**src/pkg/tmrtw_pkg.sv**
```systemverilog
// Package: register map, field positions, reset values and types of the timer block
package tmrtw_pkg;
  localparam logic [7:0] ADDR_CTRL    = 8'h94;
  localparam logic [7:0] ADDR_EVTCFG  = 8'h9c;
  localparam logic [7:0] ADDR_FLAGS   = 8'ha1;
  localparam logic [7:0] ADDR_CNT_LO  = 8'ha2;
  localparam logic [7:0] ADDR_CNT_HI  = 8'ha3;
  localparam logic [7:0] ADDR_OVF_LO  = 8'ha4;
  localparam logic [7:0] ADDR_OVF_MID = 8'ha5;
  localparam logic [7:0] ADDR_OVF_TOP = 8'ha6;
  localparam logic [7:0] ADDR_MASKS   = 8'ha7;
  localparam logic [7:0] ADDR_SEL     = 8'hc3;

  localparam int CTRL_RUN   = 0;
  localparam int CTRL_SYNC  = 1;
  localparam int CTRL_STATE = 2;
  localparam int CTRL_LATCH = 3;

  localparam int FLG_PER      = 0;
  localparam int FLG_CMP1     = 1;
  localparam int FLG_CMP2     = 2;
  localparam int FLG_OVF_PER  = 3;
  localparam int FLG_OVF_CMP1 = 4;
  localparam int FLG_OVF_CMP2 = 5;
  localparam int FLG_LONG1    = 6;
  localparam int FLG_LONG2    = 7;

  localparam logic [7:0]  RST_BYTE = 8'h00;
  localparam logic [15:0] RST_CNT  = 16'h0000;
  localparam logic [23:0] RST_OVF  = 24'h00_0000;

  // Window selector codes
  localparam logic [2:0] SEL_COUNT = 3'h0;
  localparam logic [2:0] SEL_CAPT  = 3'h1;
  localparam logic [2:0] SEL_PER   = 3'h2;
  localparam logic [2:0] SEL_CMP1  = 3'h3;
  localparam logic [2:0] SEL_CMP2  = 3'h4;

  // Event source codes
  localparam logic [3:0] EVT_LONG1 = 4'h8;
  localparam logic [3:0] EVT_LONG2 = 4'h9;

  // Synchronised start overhead in fast clock cycles
  localparam int SYNC_OVERHEAD_CYC = 86;
  localparam logic [6:0] SYNC_WAIT = 7'(SYNC_OVERHEAD_CYC - 1);

  typedef struct packed {
    logic       wr;
    logic       rd;
    logic [7:0] addr;
    logic [7:0] wdata;
  } tmrtw_bus_t;

  typedef enum {TMRTW_IDLE, TMRTW_WAIT_EDGE, TMRTW_LOADING, TMRTW_RUN} tmrtw_state_t;
endpackage : tmrtw_pkg

```
**src/hdl/tmrtw_top.sv**
```systemverilog
// Timer block: up-counter, overflow counter, flags, masks, latching windows and events
//
// Notes on behaviour
// - Long compare two flag sets when overflow equals compare two and counter hits compare two.
// - Long compare one flag sets when overflow equals compare one and counter hits compare one.
// - Bits 5 and 4 set when the overflow counter reaches overflow compare two and one.
// - The overflow counter wraps to zero instead of reaching its period, setting bit 3.
// - Bits 2 and 1 set when the counter reaches compare two and compare one.
// - The counter wraps to zero instead of reaching its period, setting bit 0.
// - Latch mode 0 latches counter high on counter low read and overflow mid and top on overflow low read.
// - Latch mode 1 latches counter high and whole overflow counter on counter low read.
// - Sync bit 0 starts and stops at once, sync bit 1 at the next slow clock rising edge.
// - Writing run 1 starts the timer, 0 stops it, and run reads back as written.
// - Event two source is chosen by event config bits 7:4.
// - Event one source by bits 3:0; codes 0 to 5 pick flag bits 0 to 5, codes 8 and 9 pick long compares, others give no event.
// - Selector codes 0 to 4 pick counter, capture, period, compare one and compare two.
// - A synchronised start enters running 86 cycles after the slow edge is seen high.
`timescale 1ns/1ps
module tmrtw_top (
  input  wire logic                 clk,
  input  wire logic                 resetn,
  input  wire tmrtw_pkg::tmrtw_bus_t bus,
  input  wire logic                 slow_clk,
  output logic [7:0]                rdata,
  output logic                      irq,
  output logic                      event_pulse_one,
  output logic                      event_pulse_two
);
  logic [7:0]             flags_r;
  logic [7:0]             masks_r;
  logic [7:0]             evtcfg_r;
  logic                   run_r;
  logic                   sync_r;
  logic                   latch_mode_r;
  logic [2:0]             cnt_sel_r;
  logic [2:0]             ovf_sel_r;
  logic [15:0]            up_counter_r;
  logic [23:0]            overflow_counter_r;
  logic [15:0]            counter_period_r;
  logic [15:0]            counter_compare_one_r;
  logic [15:0]            counter_compare_two_r;
  logic [23:0]            overflow_period_r;
  logic [23:0]            overflow_compare_one_r;
  logic [23:0]            overflow_compare_two_r;
  logic [15:0]            capture_r;
  logic [23:0]            ovf_capture_r;
  logic [7:0]             cnt_hi_latch_r;
  logic [23:0]            ovf_latch_r;
  tmrtw_pkg::tmrtw_state_t state_r;
  logic [6:0]             wait_cnt_r;
  logic                   slow_sync;
  logic                   slow_prev_r;
  logic                   slow_rise;
  logic                   running;
  logic [15:0]            cnt_nxt;
  logic [23:0]            ovf_nxt;
  logic [7:0]             ev;
  logic                   ovf_step;
  logic [23:0]            cnt_view;
  logic [23:0]            ovf_view;

  tmrtw_sync3 u_slow_sync (
    .clk    (clk),
    .resetn (resetn),
    .din    (slow_clk),
    .dout   (slow_sync)
  );

  // Reads one field of a 16-bit or 24-bit window register set
  function automatic logic [23:0] pick(input logic [2:0] sel, input logic [23:0] cnt,
                                        input logic [23:0] cap, input logic [23:0] per,
                                        input logic [23:0] c1, input logic [23:0] c2);
    case (sel)
      tmrtw_pkg::SEL_COUNT: pick = cnt;
      tmrtw_pkg::SEL_CAPT:  pick = cap;
      tmrtw_pkg::SEL_PER:   pick = per;
      tmrtw_pkg::SEL_CMP1:  pick = c1;
      tmrtw_pkg::SEL_CMP2:  pick = c2;
      default:              pick = 24'h00_0000;
    endcase
  endfunction : pick

  // Selects an event from its four-bit code
  function automatic logic evsel(input logic [3:0] code, input logic [7:0] e);
    if (code <= 4'h5) begin
      evsel = e[code[2:0]];
    end else if (code == tmrtw_pkg::EVT_LONG1) begin
      evsel = e[tmrtw_pkg::FLG_LONG1];
    end else if (code == tmrtw_pkg::EVT_LONG2) begin
      evsel = e[tmrtw_pkg::FLG_LONG2];
    end else begin
      evsel = 1'b0;
    end
  endfunction : evsel

  // Window contents seen by the read port
  always_comb begin
    cnt_view = pick(cnt_sel_r, {8'h00, up_counter_r}, {8'h00, capture_r},
                    {8'h00, counter_period_r}, {8'h00, counter_compare_one_r},
                    {8'h00, counter_compare_two_r});
    ovf_view = pick(ovf_sel_r, ovf_latch_r, ovf_capture_r, overflow_period_r,
                    overflow_compare_one_r, overflow_compare_two_r);
  end

  assign slow_rise = slow_sync & ~slow_prev_r;
  assign running   = (state_r == tmrtw_pkg::TMRTW_RUN);

  // Counting and event detection
  always_comb begin
    ev       = 8'h00;
    cnt_nxt  = up_counter_r + 16'h0001;
    ovf_nxt  = overflow_counter_r;
    ovf_step = 1'b0;
    if (running) begin
      if (cnt_nxt == counter_period_r) begin
        cnt_nxt                 = 16'h0000;
        ovf_step                = 1'b1;
        ev[tmrtw_pkg::FLG_PER]  = 1'b1;
      end
      ev[tmrtw_pkg::FLG_CMP1] = (cnt_nxt == counter_compare_one_r);
      ev[tmrtw_pkg::FLG_CMP2] = (cnt_nxt == counter_compare_two_r);
      if (ovf_step) begin
        ovf_nxt = overflow_counter_r + 24'h00_0001;
        if (ovf_nxt == overflow_period_r) begin
          ovf_nxt                    = 24'h00_0000;
          ev[tmrtw_pkg::FLG_OVF_PER] = 1'b1;
        end
        ev[tmrtw_pkg::FLG_OVF_CMP1] = (ovf_nxt == overflow_compare_one_r);
        ev[tmrtw_pkg::FLG_OVF_CMP2] = (ovf_nxt == overflow_compare_two_r);
      end
      ev[tmrtw_pkg::FLG_LONG1] = ev[tmrtw_pkg::FLG_CMP1]
                                 & (ovf_nxt == overflow_compare_one_r);
      ev[tmrtw_pkg::FLG_LONG2] = ev[tmrtw_pkg::FLG_CMP2]
                                 & (ovf_nxt == overflow_compare_two_r);
    end else begin
      cnt_nxt = up_counter_r;
    end
  end

  // Run state machine
  always_ff @(posedge clk) begin
    if (!resetn) begin
      state_r     <= tmrtw_pkg::TMRTW_IDLE;
      wait_cnt_r  <= 7'h00;
      slow_prev_r <= 1'b0;
    end else begin
      slow_prev_r <= slow_sync;
      case (state_r)
        tmrtw_pkg::TMRTW_IDLE: begin
          if (run_r) begin
            state_r <= sync_r ? tmrtw_pkg::TMRTW_WAIT_EDGE : tmrtw_pkg::TMRTW_RUN;
          end
        end
        tmrtw_pkg::TMRTW_WAIT_EDGE: begin
          if (!run_r) begin
            state_r <= tmrtw_pkg::TMRTW_IDLE;
          end else if (slow_rise) begin
            state_r    <= tmrtw_pkg::TMRTW_LOADING;
            wait_cnt_r <= tmrtw_pkg::SYNC_WAIT;
          end
        end
        tmrtw_pkg::TMRTW_LOADING: begin
          if (wait_cnt_r == 7'h01) begin
            state_r <= tmrtw_pkg::TMRTW_RUN;
          end
          wait_cnt_r <= wait_cnt_r - 7'h01;
        end
        tmrtw_pkg::TMRTW_RUN: begin
          if (!run_r && (!sync_r || slow_rise)) begin
            state_r <= tmrtw_pkg::TMRTW_IDLE;
          end
        end
        default: state_r <= tmrtw_pkg::TMRTW_IDLE;
      endcase
    end
  end

  // Control and configuration registers
  always_ff @(posedge clk) begin
    if (!resetn) begin
      run_r        <= 1'b0;
      sync_r       <= 1'b0;
      latch_mode_r <= 1'b0;
      masks_r      <= tmrtw_pkg::RST_BYTE;
      evtcfg_r     <= tmrtw_pkg::RST_BYTE;
      cnt_sel_r    <= 3'h0;
      ovf_sel_r    <= 3'h0;
    end else if (bus.wr) begin
      case (bus.addr)
        tmrtw_pkg::ADDR_CTRL: begin
          run_r        <= bus.wdata[tmrtw_pkg::CTRL_RUN];
          sync_r       <= bus.wdata[tmrtw_pkg::CTRL_SYNC];
          latch_mode_r <= bus.wdata[tmrtw_pkg::CTRL_LATCH];
        end
        tmrtw_pkg::ADDR_MASKS:  masks_r  <= bus.wdata;
        tmrtw_pkg::ADDR_EVTCFG: evtcfg_r <= bus.wdata;
        tmrtw_pkg::ADDR_SEL: begin
          cnt_sel_r <= bus.wdata[2:0];
          ovf_sel_r <= bus.wdata[6:4];
        end
        default: ;
      endcase
    end
  end

  // Counters and their window registers
  always_ff @(posedge clk) begin
    if (!resetn) begin
      up_counter_r           <= tmrtw_pkg::RST_CNT;
      overflow_counter_r     <= tmrtw_pkg::RST_OVF;
      counter_period_r       <= tmrtw_pkg::RST_CNT;
      counter_compare_one_r  <= tmrtw_pkg::RST_CNT;
      counter_compare_two_r  <= tmrtw_pkg::RST_CNT;
      overflow_period_r      <= tmrtw_pkg::RST_OVF;
      overflow_compare_one_r <= tmrtw_pkg::RST_OVF;
      overflow_compare_two_r <= tmrtw_pkg::RST_OVF;
      capture_r              <= tmrtw_pkg::RST_CNT;
      ovf_capture_r          <= tmrtw_pkg::RST_OVF;
    end else begin
      up_counter_r       <= cnt_nxt;
      overflow_counter_r <= ovf_nxt;
      if (running && !run_r && (!sync_r || slow_rise)) begin
        capture_r     <= up_counter_r;
        ovf_capture_r <= overflow_counter_r;
      end
      if (bus.wr) begin
        case ({bus.addr, cnt_sel_r})
          {tmrtw_pkg::ADDR_CNT_LO, tmrtw_pkg::SEL_COUNT}: up_counter_r[7:0]  <= bus.wdata;
          {tmrtw_pkg::ADDR_CNT_HI, tmrtw_pkg::SEL_COUNT}: up_counter_r[15:8] <= bus.wdata;
          {tmrtw_pkg::ADDR_CNT_LO, tmrtw_pkg::SEL_PER}:  counter_period_r[7:0]  <= bus.wdata;
          {tmrtw_pkg::ADDR_CNT_HI, tmrtw_pkg::SEL_PER}:  counter_period_r[15:8] <= bus.wdata;
          {tmrtw_pkg::ADDR_CNT_LO, tmrtw_pkg::SEL_CMP1}: counter_compare_one_r[7:0] <= bus.wdata;
          {tmrtw_pkg::ADDR_CNT_HI, tmrtw_pkg::SEL_CMP1}:
            counter_compare_one_r[15:8] <= bus.wdata;
          {tmrtw_pkg::ADDR_CNT_LO, tmrtw_pkg::SEL_CMP2}: counter_compare_two_r[7:0] <= bus.wdata;
          {tmrtw_pkg::ADDR_CNT_HI, tmrtw_pkg::SEL_CMP2}:
            counter_compare_two_r[15:8] <= bus.wdata;
          default: ;
        endcase
        if (bus.addr >= tmrtw_pkg::ADDR_OVF_LO && bus.addr <= tmrtw_pkg::ADDR_OVF_TOP) begin
          case (ovf_sel_r)
            tmrtw_pkg::SEL_COUNT:
              overflow_counter_r[8*(bus.addr-tmrtw_pkg::ADDR_OVF_LO) +: 8] <= bus.wdata;
            tmrtw_pkg::SEL_PER:
              overflow_period_r[8*(bus.addr-tmrtw_pkg::ADDR_OVF_LO) +: 8] <= bus.wdata;
            tmrtw_pkg::SEL_CMP1:
              overflow_compare_one_r[8*(bus.addr-tmrtw_pkg::ADDR_OVF_LO) +: 8] <= bus.wdata;
            tmrtw_pkg::SEL_CMP2:
              overflow_compare_two_r[8*(bus.addr-tmrtw_pkg::ADDR_OVF_LO) +: 8] <= bus.wdata;
            default: ;
          endcase
        end
      end
    end
  end

  // Coherent read latches
  always_ff @(posedge clk) begin
    if (!resetn) begin
      cnt_hi_latch_r <= tmrtw_pkg::RST_BYTE;
      ovf_latch_r    <= tmrtw_pkg::RST_OVF;
    end else if (bus.rd) begin
      if (bus.addr == tmrtw_pkg::ADDR_CNT_LO && cnt_sel_r == tmrtw_pkg::SEL_COUNT) begin
        cnt_hi_latch_r <= up_counter_r[15:8];
        if (latch_mode_r) begin
          ovf_latch_r <= overflow_counter_r;
        end
      end
      if (bus.addr == tmrtw_pkg::ADDR_OVF_LO && ovf_sel_r == tmrtw_pkg::SEL_COUNT
          && !latch_mode_r) begin
        ovf_latch_r[23:8] <= overflow_counter_r[23:8];
      end
    end
  end

  // Interrupt flags; a hardware set wins over a software clear
  always_ff @(posedge clk) begin
    if (!resetn) begin
      flags_r <= tmrtw_pkg::RST_BYTE;
    end else if (bus.wr && bus.addr == tmrtw_pkg::ADDR_FLAGS) begin
      flags_r <= (flags_r & bus.wdata) | ev;
    end else begin
      flags_r <= flags_r | ev;
    end
  end

  // Registered outputs
  always_ff @(posedge clk) begin
    if (!resetn) begin
      irq             <= 1'b0;
      event_pulse_one <= 1'b0;
      event_pulse_two <= 1'b0;
      rdata           <= tmrtw_pkg::RST_BYTE;
    end else begin
      irq             <= |(flags_r & masks_r);
      event_pulse_one <= evsel(evtcfg_r[3:0], ev);
      event_pulse_two <= evsel(evtcfg_r[7:4], ev);
      rdata           <= 8'h00;
      if (bus.rd) begin
        case (bus.addr)
          tmrtw_pkg::ADDR_CTRL:   rdata <= {4'h0, latch_mode_r, running, sync_r, run_r};
          tmrtw_pkg::ADDR_FLAGS:  rdata <= flags_r;
          tmrtw_pkg::ADDR_MASKS:  rdata <= masks_r;
          tmrtw_pkg::ADDR_EVTCFG: rdata <= evtcfg_r;
          tmrtw_pkg::ADDR_SEL:    rdata <= {1'b0, ovf_sel_r, 1'b0, cnt_sel_r};
          tmrtw_pkg::ADDR_CNT_LO: rdata <= cnt_view[7:0];
          tmrtw_pkg::ADDR_CNT_HI:
            rdata <= (cnt_sel_r == tmrtw_pkg::SEL_COUNT) ? cnt_hi_latch_r : cnt_view[15:8];
          tmrtw_pkg::ADDR_OVF_LO:
            rdata <= (ovf_sel_r != tmrtw_pkg::SEL_COUNT) ? ovf_view[7:0] :
                     latch_mode_r ? ovf_latch_r[7:0] : overflow_counter_r[7:0];
          tmrtw_pkg::ADDR_OVF_MID: rdata <= ovf_view[15:8];
          tmrtw_pkg::ADDR_OVF_TOP: rdata <= ovf_view[23:16];
          default: rdata <= 8'h00;
        endcase
      end
    end
  end
endmodule : tmrtw_top

```
**src/hdl/tmrtw_sync3.sv**
```systemverilog
// Three-stage synchroniser; output changes once stages two and three agree
`timescale 1ns/1ps
module tmrtw_sync3 (
  input  wire logic clk,
  input  wire logic resetn,
  input  wire logic din,
  output logic      dout
);
  logic s1_r;
  logic s2_r;
  logic s3_r;

  always_ff @(posedge clk) begin
    if (!resetn) begin
      s1_r <= 1'b0;
      s2_r <= 1'b0;
      s3_r <= 1'b0;
      dout <= 1'b0;
    end else begin
      s1_r <= din;
      s2_r <= s1_r;
      s3_r <= s2_r;
      if (s2_r == s3_r) begin
        dout <= s3_r;
      end
    end
  end
endmodule : tmrtw_sync3

```
**config.mk**
```make
export PLATFORM = sky130hd
export DESIGN_NAME = tmrtw_top
export DESIGN_NICKNAME = d
export VERILOG_FILES = /design/src/pkg/tmrtw_pkg.sv /design/src/hdl/tmrtw_top.sv /design/src/hdl/tmrtw_sync3.sv
export SDC_FILE = /design/constraint.sdc
export NUM_CORES = 1
export LEC_CHECK = 0
export BUFFER_PORTS_ARGS = -buffer_cell sky130_fd_sc_hd__buf_2
export CAP_MARGIN = 20
export CORE_ASPECT_RATIO = 1.25
export CORE_UTILIZATION = 65
export CTS_BUF_LIST = sky130_fd_sc_hd__clkbuf_4 sky130_fd_sc_hd__clkbuf_8
export DETAILED_ROUTE_END_ITERATION = 8
export GPL_ROUTABILITY_DRIVEN = 1
export GPL_TIMING_DRIVEN = 0
export HOLD_SLACK_MARGIN = 0.02
export PLACE_DENSITY = 0.87
export SETUP_SLACK_MARGIN = 0.15
export SLEW_MARGIN = 20
export SYNTH_ARGS = -nofsm -noshare
export SYNTH_HDL_FRONTEND = slang
export SYNTH_SLANG_ARGS = --single-unit
```
**constraint.sdc**
```tcl
create_clock -name clk -period 9.5 [get_ports clk]
set_input_delay 1.9 -clock clk [delete_from_list [all_inputs] [get_ports clk]]
set_output_delay 1.9 -clock clk [all_outputs]
set_load 0.02 [all_outputs]
```
==> metrics.md, run 1 <==
| Metric | Value |
|---|---|
| Status | `did not finish` |
| Largest net degree at the start of global routing | `14` |
| Chip height | `199 um` |
| Post-DP HPWL | `72,900 um` |
| Port Buf Inserts | `23` |
| Top_reg_cell synth | `dfxtp_1` |
| Post-synth EDFFs | `0` |
| Gr ovfl total | `around 160` |
| Synth area leaders | `dfxtp_1 (29%), nand2_1 (6.6%), mux2i_1 (6.5%), a21oi_1 (5.9%), nor2_1 (5.7%)` |
| Synth warn | `0` |
| Largest area contributor in the netlist | `dfxtp_1` |
| #FFs+latches synth | `between 200 and 300` |
| Hold-fix buffers, CTS | `0` |
| Clock root cell | `clkbuf_8` |
| Asr flop ratio synth | `0` |
| Post-synth top area share | `0.289` |
| Post-synthesis sequential area ratio | `0.289` |
| Clock sinks | `between 200 and 300` |
| Synthesized Nets | `2,778` |
| Vias in the first global route | `about 25,000` |
| Std cell rows | `slightly above 70` |
| Post-CTS resize count | `0` |
| Post-DP Area | `0.0207 sq mm` |
| Avg Cell Area, Syn | `7.33 sq um` |
| GRT Resource Usage Total | `0.673` |
| Failed at | `global routing (5_1_grt)` |
| Run-stopping error | `[ERROR GRT-0116] Global routing finished with congestion. Check the congestion regions in the DRC Viewer.` |
| Postcts setup bufs | `0` |
| I/O pins | `32` |
| Die W | `between 150 and 200 um` |
| First-pass GRT wire length | `between 150,000 and 200,000 um` |
| Initial Utilization | `0.665` |
| Mapped Cells | `around 2,700` |
| Max Root-Sink Buffers | `3` |
| CTS buffer count | `47` |
| H-tree depth | `2` |
| Synth cell types | `87` |
| GPL Wtd Cong | `between 1 and 1.5` |
| Place WS | `2.88 ns` |
| Synth Cell Area | `0.0201 sq mm` |
[cell usage after synthesis (15+ instances only)]
| cell type | number |
|---|---|
| nand2_1 | 351 |
| a21oi_1 | 236 |
| and4_1 | 15 |
| clkbuf_1 | 201 |
| xnor2_1 | 83 |
| nand3_1 | 108 |
| o21ai_0 | 127 |
| o211ai_1 | 25 |
| and2_1 | 24 |
| nor4_1 | 57 |
| a22oi_1 | 40 |
| nand4_1 | 37 |
| and3_1 | 44 |
| inv_1 | 63 |
| nor3_1 | 64 |
| xor2_1 | 29 |
| mux2i_1 | 130 |
| buf_1 | 20 |
| ha_1 | 19 |
| nor2_1 | 304 |
| a221oi_1 | 29 |
| o22ai_1 | 50 |
| or4_1 | 18 |
| buf_2 | 18 |
| dfxtp_1 | 290 |
| a211oi_1 | 40 |
| nand2b_1 | 28 |
| nor2b_1 | 29 |
[per-stage QoR]
stage / hold slack [ns] / cells / util
after floorplan: 0.412 / 2738 / -
after global placement: 0.417 / 3162 / 0.685
after detailed placement: 0.426 / 3162 / 0.687
after CTS: 0.442 / 3246 / 0.726
[logic make-up after synthesis]
logic type,share of synthesized area
muxes,0.0794
adders and majority gates,0.0118
buffers and inverters,0.0586
AOI/OAI and AO/OA,0.223
DFF,0.289
xor gates and xnor gates,0.0556
and+or+nand+nor,0.283
[routing by layer]
| metal | GRT usage | GRT overflow |
|---|---|---|
| met5 | 0.0298 | 0 |
| met2 | 0.926 | 88 |
| met1 | 0.670 | 1 |
| met4 | 0.717 | 74 |
| met3 | 0.413 | 0 |
==> run 2, diff against run 1 <==
- CORE_ASPECT_RATIO: 1.25 -> default
- CORE_UTILIZATION: 65 -> 40
- CTS_BUF_LIST: sky130_fd_sc_hd__clkbuf_4 sky130_fd_sc_hd__clkbuf_8 -> default
- HOLD_SLACK_MARGIN: 0.02 -> default
- PLACE_DENSITY: 0.87 -> default
- PLACE_DENSITY_LB_ADDON: default -> 0.15
- SETUP_SLACK_MARGIN: 0.15 -> default
==> metrics.md, run 2 <==
| Metric | Value |
|---|---|
| Status | `finished clean` |
| Largest net degree at the start of global routing | `14` |
| Avg Cell Area, Syn | `7.33 sq um (unchanged)` |
| Remaining antenna violation count | `0` |
| Clock share of power | `0.509` |
| Share of cells above drive strength 1 | `0.0608` |
| Mapped Cells | `2,738 (unchanged)` |
| Max Clk Rate | `~0.14 GHz` |
| Power Density | `about 120 mW/mm^2` |
| Post-CTS resize count | `0 (unchanged)` |
| Reg2Reg Setup Slack | `2.58 ns` |
| Most frequent cells in the layout | `nand2_1 (351), nor2_1 (304), dfxtp_1 (290)` |
| GR Layer Usage met1 | `0.555` |
| Port Buf Inserts | `23 (unchanged)` |
| Psw | `0.691 mW` |
| Synth area leaders | `dfxtp_1 (29%), nand2_1 (6.6%), mux2i_1 (6.5%), a21oi_1 (5.9%), nor2_1 (5.7%)` |
| CTS tree | `yes` |
| Count leader, synth | `nand2_1` |
| Combinational share of power | `0.050` |
| Placed Instances | `3,432 (+8.5%)` |
| CP max stage delay | `around 0.7 ns` |
| Std cell rows | `81 (+14%)` |
| Vias in the first global route | `21,400` |
| Finished Layout Cells | `3,494` |
| Worst R2R End | `event_pulse_one$_SDFF_PN0_` |
| Routing usage on met3 | `0.113` |
| Hold-fix buffers, CTS | `0 (unchanged)` |
| Critical-path cell list | `ha_1, clkbuf_1, nand2_1, nor2_1, clkbuf_1, nand2_1, xnor2_1, o21ai_1, nor2_1, nand2_1, clkbuf_1, a22o_1, o2111ai_1, nor4b_1, o22ai_1, a31oi_1` |
| CP top delay family | `simple AND/OR/NAND/NOR gates` |
| Clk pin slew, worst setup/hold paths | `0.06 ns` |
| H-tree depth | `2 (unchanged)` |
| Final Instance Area | `0.0223 sq mm` |
| Post-DP HPWL | `91,400 um (+25%)` |
| Post-synthesis sequential area ratio | `0.289 (unchanged)` |
| NumNets Final | `2,846` |
| Crit-path max FO | `10` |
| Flop pwr share | `0.441` |
| Post-synth top area share | `0.289 (unchanged)` |
| Synth cell types | `87 (unchanged)` |
| Least-Margin Pin Slew | `1.26 ns` |
| Endpoints failing hold | `0` |
| Top_reg_cell synth | `dfxtp_1` |
| Hold path depth | `1` |
| Startpoint types | `register` |
| Post-DP Area | `0.0211 sq mm (+1.9%)` |
| Hold WC Path Type | `register to register` |
| Worst Path Class, Setup | `register to register` |
| CTS buffer count | `35 (-26%)` |
| DR vias | `23,600` |
| I/O pins | `32 (unchanged)` |
| CP bufs+invs | `3` |
| #FFs+latches synth | `290 (unchanged)` |
| Endpoint class of the critical path | `register` |
| GRT Resource Usage Total | `0.450` |
| Drt initial violations | `3,172` |
| RSZ-0062 raised after global routing | `no` |
| CORE AREA | `0.0493 sq mm` |
| # setup viols final | `0` |
| DRC Markers | `0` |
| Initial antenna violation count | `6` |
| Leak | `7.35 nW` |
| Clock sinks | `290 (unchanged)` |
| Clock root cell | `clkbuf_16` |
| Slew headroom | `0.155` |
| Die area | `between 0.05 and 0.06 sq mm` |
| Max-Cap Viols | `0` |
| Period minus WS final | `between 6 and 7 ns` |
| Gr ovfl total | `0` |
| Max Root-Sink Buffers | `3 (unchanged)` |
| Asr flop ratio synth | `0 (unchanged)` |
| Switch share | `0.250` |
| Postcts setup bufs | `0 (unchanged)` |
| Chip height | `226 um (+14%)` |
| Detailed Route WL | `116,000 um` |
| GPL Wtd Cong | `1.08 (-15%)` |
| WP data arrival | `7.34 ns` |
| Power Total | `2.76 mW` |
| Slew Viols, Final | `0` |
| Initial Utilization | `0.408 (-0.257)` |
| DR WL/cell | `33.3 um` |
| Synth Cell Area | `0.0201 sq mm (unchanged)` |
| HP Start | `u_slow_sync.s1_r$_SDFF_PN0_` |
| Worst min-delay path endpoint | `u_slow_sync.s2_r$_SDFF_PN0_` |
| GRT met2 Usage | `0.679` |
| Slowest stage cell on the critical path | `o21ai_1` |
| Largest area contributor in the netlist | `dfxtp_1` |
| Clock skew | `0.0290 ns` |
| Die W | `226 um (+42%)` |
| Synthesized Nets | `2,778 (unchanged)` |
| Commonest non-fill, non-tap cell in the layout | `nand2_1` |
| Filler instances | `5,220` |
| Skew-Pair Late Insertion Delay | `0.57 ns` |
| Max rail drop VDD | `145 uV` |
| Area growth, synth to finish | `11.2%` |
| Post-synth EDFFs | `0 (unchanged)` |
| Period Utilization, post-route | `0.729` |
| Synth warn | `0 (unchanged)` |
| Vias per Instance | `6.76` |
| Post-route setup TNS | `0 ns` |
| First-pass GRT wire length | `162,000 um` |
| Busiest metal layer after global routing | `met2` |
| FF-to-FF Start | `overflow_counter_r[1]$_SDFF_PN0_` |
| Synth cell count leaders | `nand2_1 (351), nor2_1 (304), dfxtp_1 (290)` |
| Worst EP required | `9.92 ns` |
| Worst reg-to-reg path cell count | `16` |
| Pint | `about 2.1 mW` |
| First-pass DRT Iterations | `6` |
## run 2: area by class of cell
class | instances | area, sq um | area share
Clock buffer | 46 | 1010 | 0.0452
Antenna cell | 3 | 7.51 | 0.000336
Timing Repair Buffer | 31 | 180 | 0.00807
Inverter | 64 | 240 | 0.0108
Tap cell | 664 | 831 | 0.0372
Multi-Input combinational cell | 2142 | 13200 | 0.589
Clock inverter | 12 | 161 | 0.00723
Sequential cell | 290 | 5810 | 0.260
Buffer | 242 | 946 | 0.0424
## run 2: how the worst max path moves through the flow
stage                                           from                           endpoint  slack (ns)  depth (start not counted)
finish              overflow_counter_r[1]$_SDFF_PN0_         event_pulse_one$_SDFF_PN0_        2.58                         16
global route        overflow_counter_r[1]$_SDFF_PN0_         event_pulse_one$_SDFF_PN0_        2.47                         16
CTS                 overflow_counter_r[1]$_SDFF_PN0_         event_pulse_one$_SDFF_PN0_        2.91                         16
detailed placement                            bus[8]  overflow_counter_r[10]$_SDFF_PN0_        2.46                         17
global placement    overflow_counter_r[1]$_SDFF_PN0_         event_pulse_one$_SDFF_PN0_        2.10                         14
floorplan                                    bus[12]  overflow_counter_r[10]$_SDFF_PN0_        4.01                         15
## run 2: cells by family (layout without fill, tap and decap cells)
kind of cell | count (synthesis) | count (layout) | synth area share
AO/OA/AOI/OAI | 694 | 694 | 0.223
XOR/XNOR | 118 | 118 | 0.0556
adder cells (fa/ha/maj) | 19 | 19 | 0.0118
buffers and inverters | 306 | 395 | 0.0586
flip-flops | 290 | 290 | 0.289
multiplexers | 150 | 150 | 0.0794
other | 0 | 3 | 0
AND/OR/NAND/NOR | 1161 | 1161 | 0.283
## run 2: power by group through the flow
| stage | Clock (mW) | Combinational, mW | Sequential [mW] |
|---|---|---|---|
| final | 1.41 | 0.138 | 1.22 |
| after global routing | 1.45 | 0.140 | 1.22 |
| after CTS | 1.41 | 0.130 | 1.22 |
| after detailed placement | 0 | 0.130 | 1.24 |
| after global placement | 0 | 0.127 | 1.24 |
| after floorplan | 0 | 0.0656 | 1.24 |
## run 2: layer usage
| metal | vias up | routed length [um] |
|---|---|---|
| met1 | 11400 | 44700 |
| met5 | - | 27 |
| met4 | 4 | 10100 |
| li1 | 10100 | - |
| met3 | 443 | 12800 |
| met2 | 1660 | 48700 |
## run 2: through the flow
step	util	setup WS (ns)	hold slack [ns]
after detailed placement	0.429	2.46	0.425
after CTS	0.453	2.91	0.441
final	0.453	2.58	0.436
after global placement	0.427	2.10	0.417
after global routing	0.453	2.47	0.471
after floorplan	-	4.01	0.412
## run 2: worst reg2reg max path, delay by kind of cell, from the launching register on
kind                     cells  cell delay [ns]
AO/OA/AOI/OAI                5             1.94
XOR/XNOR                     1             0.22
adder cells (fa/ha/maj)      1             0.17
buffers and inverters        3             1.69
flip-flops                   1             0.39
AND/OR/NAND/NOR              6             2.35
Power figures use the tool's default switching activity.
==> run 3, diff against run 2 <==
- ABC_AREA: default -> 1
- clock period: 9.5 -> 6.95 ns (I/O delays scaled with it)
==> metrics.md, run 3 <==
| Metric | Value |
|---|---|
| Post-synthesis sequential area ratio | `0.321 (+0.0323)` |
| CTS tree | `yes` |
| Vias in the first global route | `19,700 (-8.1%)` |
| Skew-Pair Late Insertion Delay | `0.57 ns (about the same)` |
| Post-CTS resize count | `0 (unchanged)` |
| DR WL/cell | `26.0 um (-22%)` |
| Flop pwr share | `0.421 (-0.020)` |
| CTS buffer count | `36 (+2.9%)` |
| Combinational share of power | `0.117 (+0.067)` |
| Synthesized Nets | `2,982 (+7.3%)` |
| Psw | `1.23 mW (+79%)` |
| Vias per Instance | `5.97 (-12%)` |
| Largest net degree at the start of global routing | `13 (-1)` |
| Endpoint class of the critical path | `register` |
| GPL Wtd Cong | `1.05 (-3.1%)` |
| Synth Area in Simple Gates | `0.320 (+0.0367)` |
| Synth cell types | `47 (-46%)` |
| Avg Cell Area, Syn | `6.14 sq um (-16%)` |
| Crit-path max FO | `10 (unchanged)` |
| WP data arrival | `6.76 ns (-0.58 ns)` |
| Die W | `214 um (-5.1%)` |
| Port Buf Inserts | `28 (+22%)` |
| Post-synth top area share | `0.321 (+0.0323)` |
| DR vias | `21,700 (-8.1%)` |
| Least-Margin Pin Slew | `1.24 ns (-0.0224 ns)` |
| # setup viols final | `0 (unchanged)` |
| Clk pin slew, worst setup/hold paths | `0.06 ns (about the same)` |
| Startpoint types | `input pin` |
| Synth Area in Compound Gates | `0.228 (+0.00578)` |
| H-tree depth | `2 (unchanged)` |
| Worst EP required | `7.39 ns (-2.53 ns)` |
| Leak | `8.24 nW (+12%)` |
| Clock sinks | `290 (unchanged)` |
| Commonest non-fill, non-tap cell in the layout | `nand2_1` |
| DRC Markers | `0 (unchanged)` |
| Synth cell count leaders | `nand2_1 (735), inv_1 (363), o21ai_0 (306)` |
| Detailed Route WL | `94,400 um (-19%)` |
| #FFs+latches synth | `290 (unchanged)` |
| Max Clk Rate | `0.158 GHz` |
| Status | `finished clean` |
| Remaining antenna violation count | `0 (unchanged)` |
| CORE AREA | `0.0444 sq mm (-9.8%)` |
| Switch share | `0.296 (+0.0460)` |
| XOR/XNOR share of the synthesized area | `0.0102 (-0.0454)` |
| Area growth, synth to finish | `11.6%` |
| Slew headroom | `0.168 (+0.0132)` |
| NumNets Final | `3,049 (+7.1%)` |
| First-pass DRT Iterations | `8 (+2)` |
| Mapped Cells | `2,942 (+7.5%)` |
| Postcts setup bufs | `0 (unchanged)` |
| Max rail drop VDD | `189 uV (+31%)` |
| Synth warn | `0 (unchanged)` |
| Hold-fix buffers, CTS | `0 (unchanged)` |
| RSZ-0062 raised after global routing | `no` |
| Synth Cell Area | `0.0181 sq mm (-10%)` |
| Drt initial violations | `3,106 (-2.1%)` |
| Initial Utilization | `0.407 (-0.00106)` |
| Chip height | `214 um (-5.1%)` |
| Post-synthesis mux area share | `0 (-0.0794)` |
| Post-DP Area | `0.0190 sq mm (-10%)` |
| First-pass GRT wire length | `135,000 um (-17%)` |
| Worst Path Class, Setup | `input pin to register` |
| Share of cells above drive strength 1 | `0.0520 (-0.00882)` |
| Synth area leaders | `dfxtp_1 (32%), nand2_1 (15%), o21ai_0 (8.5%), a21oi_1 (7.9%), inv_1 (7.5%)` |
| GRT Resource Usage Total | `0.402 (-0.0484)` |
| Slew Viols, Final | `0 (unchanged)` |
| Post-synth EDFFs | `0 (unchanged)` |
| Asr flop ratio synth | `0 (unchanged)` |
| Clock share of power | `0.462 (-0.047)` |
| Period Utilization, post-route | `0.910` |
| Top_reg_cell synth | `dfxtp_1` |
| Period minus WS final | `6.33 ns` |
| Power Density | `207 mW/mm^2 (+67%)` |
| Gr ovfl total | `0 (unchanged)` |
| Post-route setup TNS | `0 ns (unchanged)` |
| Std cell rows | `77 (-4.9%)` |
| Largest area contributor in the netlist | `dfxtp_1` |
| Initial antenna violation count | `2 (-4)` |
| Final Instance Area | `0.0201 sq mm (-9.8%)` |
| Synth Area in Adders | `0.0132 (+0.00132)` |
| Max-Cap Viols | `0 (unchanged)` |
| Max Root-Sink Buffers | `3 (unchanged)` |
| Clock root cell | `clkbuf_16` |
| Die area | `0.0460 sq mm (-10%)` |
| Count leader, synth | `nand2_1` |
| Most frequent cells in the layout | `nand2_1 (735), inv_1 (363), o21ai_0 (306)` |
| Pint | `2.94 mW (+42%)` |
| Largest family of logic cells by synthesized area | `simple AND/OR/NAND/NOR gates` |
| Hold WC Path Type | `register to register` |
| I/O pins | `32 (unchanged)` |
| Filler instances | `4,833 (-7.4%)` |
| Endpoints failing hold | `0 (unchanged)` |
| Post-DP HPWL | `74,400 um (-19%)` |
| Clock skew | `0.0247 ns (-0.00423 ns)` |
run 3: cell count changes after synthesis, sizes merged, moves of 42 or more:
cell and delta:
a21oi +49, inv +304, nand2 +393, xnor2 -80, clkbuf -114, nand3 +151
and3 -42, nor4 -48, o21ai +180, mux2i -130
run 3: critical path, stage by stage:
cell      delay (ns)
buf_2           0.13
inv_1           0.14
ha_1            0.20
nand2_1         0.06
nand2_1         0.09
xor2_1          0.26
nand3_1         0.14
nor2_1          0.39
inv_1           0.12
ha_1            0.32
inv_1           0.10
nand4_1         0.10
nor4_1          0.25
nand4_1         0.18
or4_1           0.50
nor4_1          0.88
inv_1           0.28
nor2_1          0.47
inv_1           0.14
clkbuf_1        0.28
o21ai_0         0.25
a21oi_1         0.06
run 3: cell families (layout without fill, tap and decap cells):
logic type / after synthesis / after routing
AOI/OAI and AO/OA: 751 / 751
xor gates and xnor gates: 21 / 21
adders and majority gates: 19 / 19
buffers and inverters: 493 / 588
DFF: 290 / 290
other: 0 / 1
and+or+nand+nor: 1368 / 1368
run 3: power by group through the flow:
stage / registers [mW] / clock network, mW / logic (mW)
after floorplan: 1.78 / 0 / 0.280
after global placement: 1.79 / 0 / 0.460
after detailed placement: 1.79 / 0 / 0.468
after CTS: 1.75 / 1.93 / 0.470
after global routing: 1.76 / 2.00 / 0.519
final: 1.76 / 1.93 / 0.487
run 3: path summary, 6_finish.rpt:
kind                                             startpoint                            endpoint  slack (ns)  cells after the start
worst max-delay path                                bus[10]  overflow_period_r[21]$_SDFFE_PN0P_        0.62                     22
worst min-delay path            u_slow_sync.s1_r$_SDFF_PN0_         u_slow_sync.s2_r$_SDFF_PN0_        0.42                      2
worst max register to register   up_counter_r[1]$_SDFF_PN0_          event_pulse_one$_SDFF_PN0_        2.23                     26
worst min register to register  u_slow_sync.s1_r$_SDFF_PN0_         u_slow_sync.s2_r$_SDFF_PN0_        0.42                      2
run 3: metal layers:
| layer | up-vias | part of all wire | GRT usage |
|---|---|---|---|
| li1 | 9919 | - | - |
| met1 | 10200 | 0.41 | 0.526 |
| met2 | 1313 | 0.43 | 0.608 |
| met3 | 275 | 0.098 | 0.0738 |
| met4 | 2 | 0.070 | 0.253 |
| met5 | - | 0.00014 | 0 |
run 3: layout make-up:
type | instances | area (sq um) | area share
antenna | 1 | 2.50 | 0.000124
buffer | 118 | 529 | 0.0263
clock buffer | 56 | 1110 | 0.0550
clock inverter | 10 | 66.3 | 0.00329
inverter | 375 | 1410 | 0.0699
multi-input combinational | 2159 | 10300 | 0.513
sequential | 290 | 5810 | 0.288
tap | 592 | 741 | 0.0368
timing repair buffer | 29 | 148 | 0.00733
run 3: stage by stage:
| step | hold slack (ns) | setup WS [ns] | utilization | cells | power [mW] |
|---|---|---|---|---|---|
| 2_1_floorplan | 0.390 | 2.19 | - | 2942 | 2.06 |
| 3_3_place_gp | 0.402 | 0.342 | 0.426 | 3562 | 2.25 |
| 3_5_place_dp | 0.398 | 0.227 | 0.427 | 3563 | 2.26 |
| 4_1_cts | 0.412 | 0.827 | 0.453 | 3629 | 4.16 |
| 5_1_grt | 0.474 | 0.187 | 0.454 | 3629 | 4.28 |
| 6_report | 0.417 | 0.622 | 0.454 | 3630 | 4.17 |
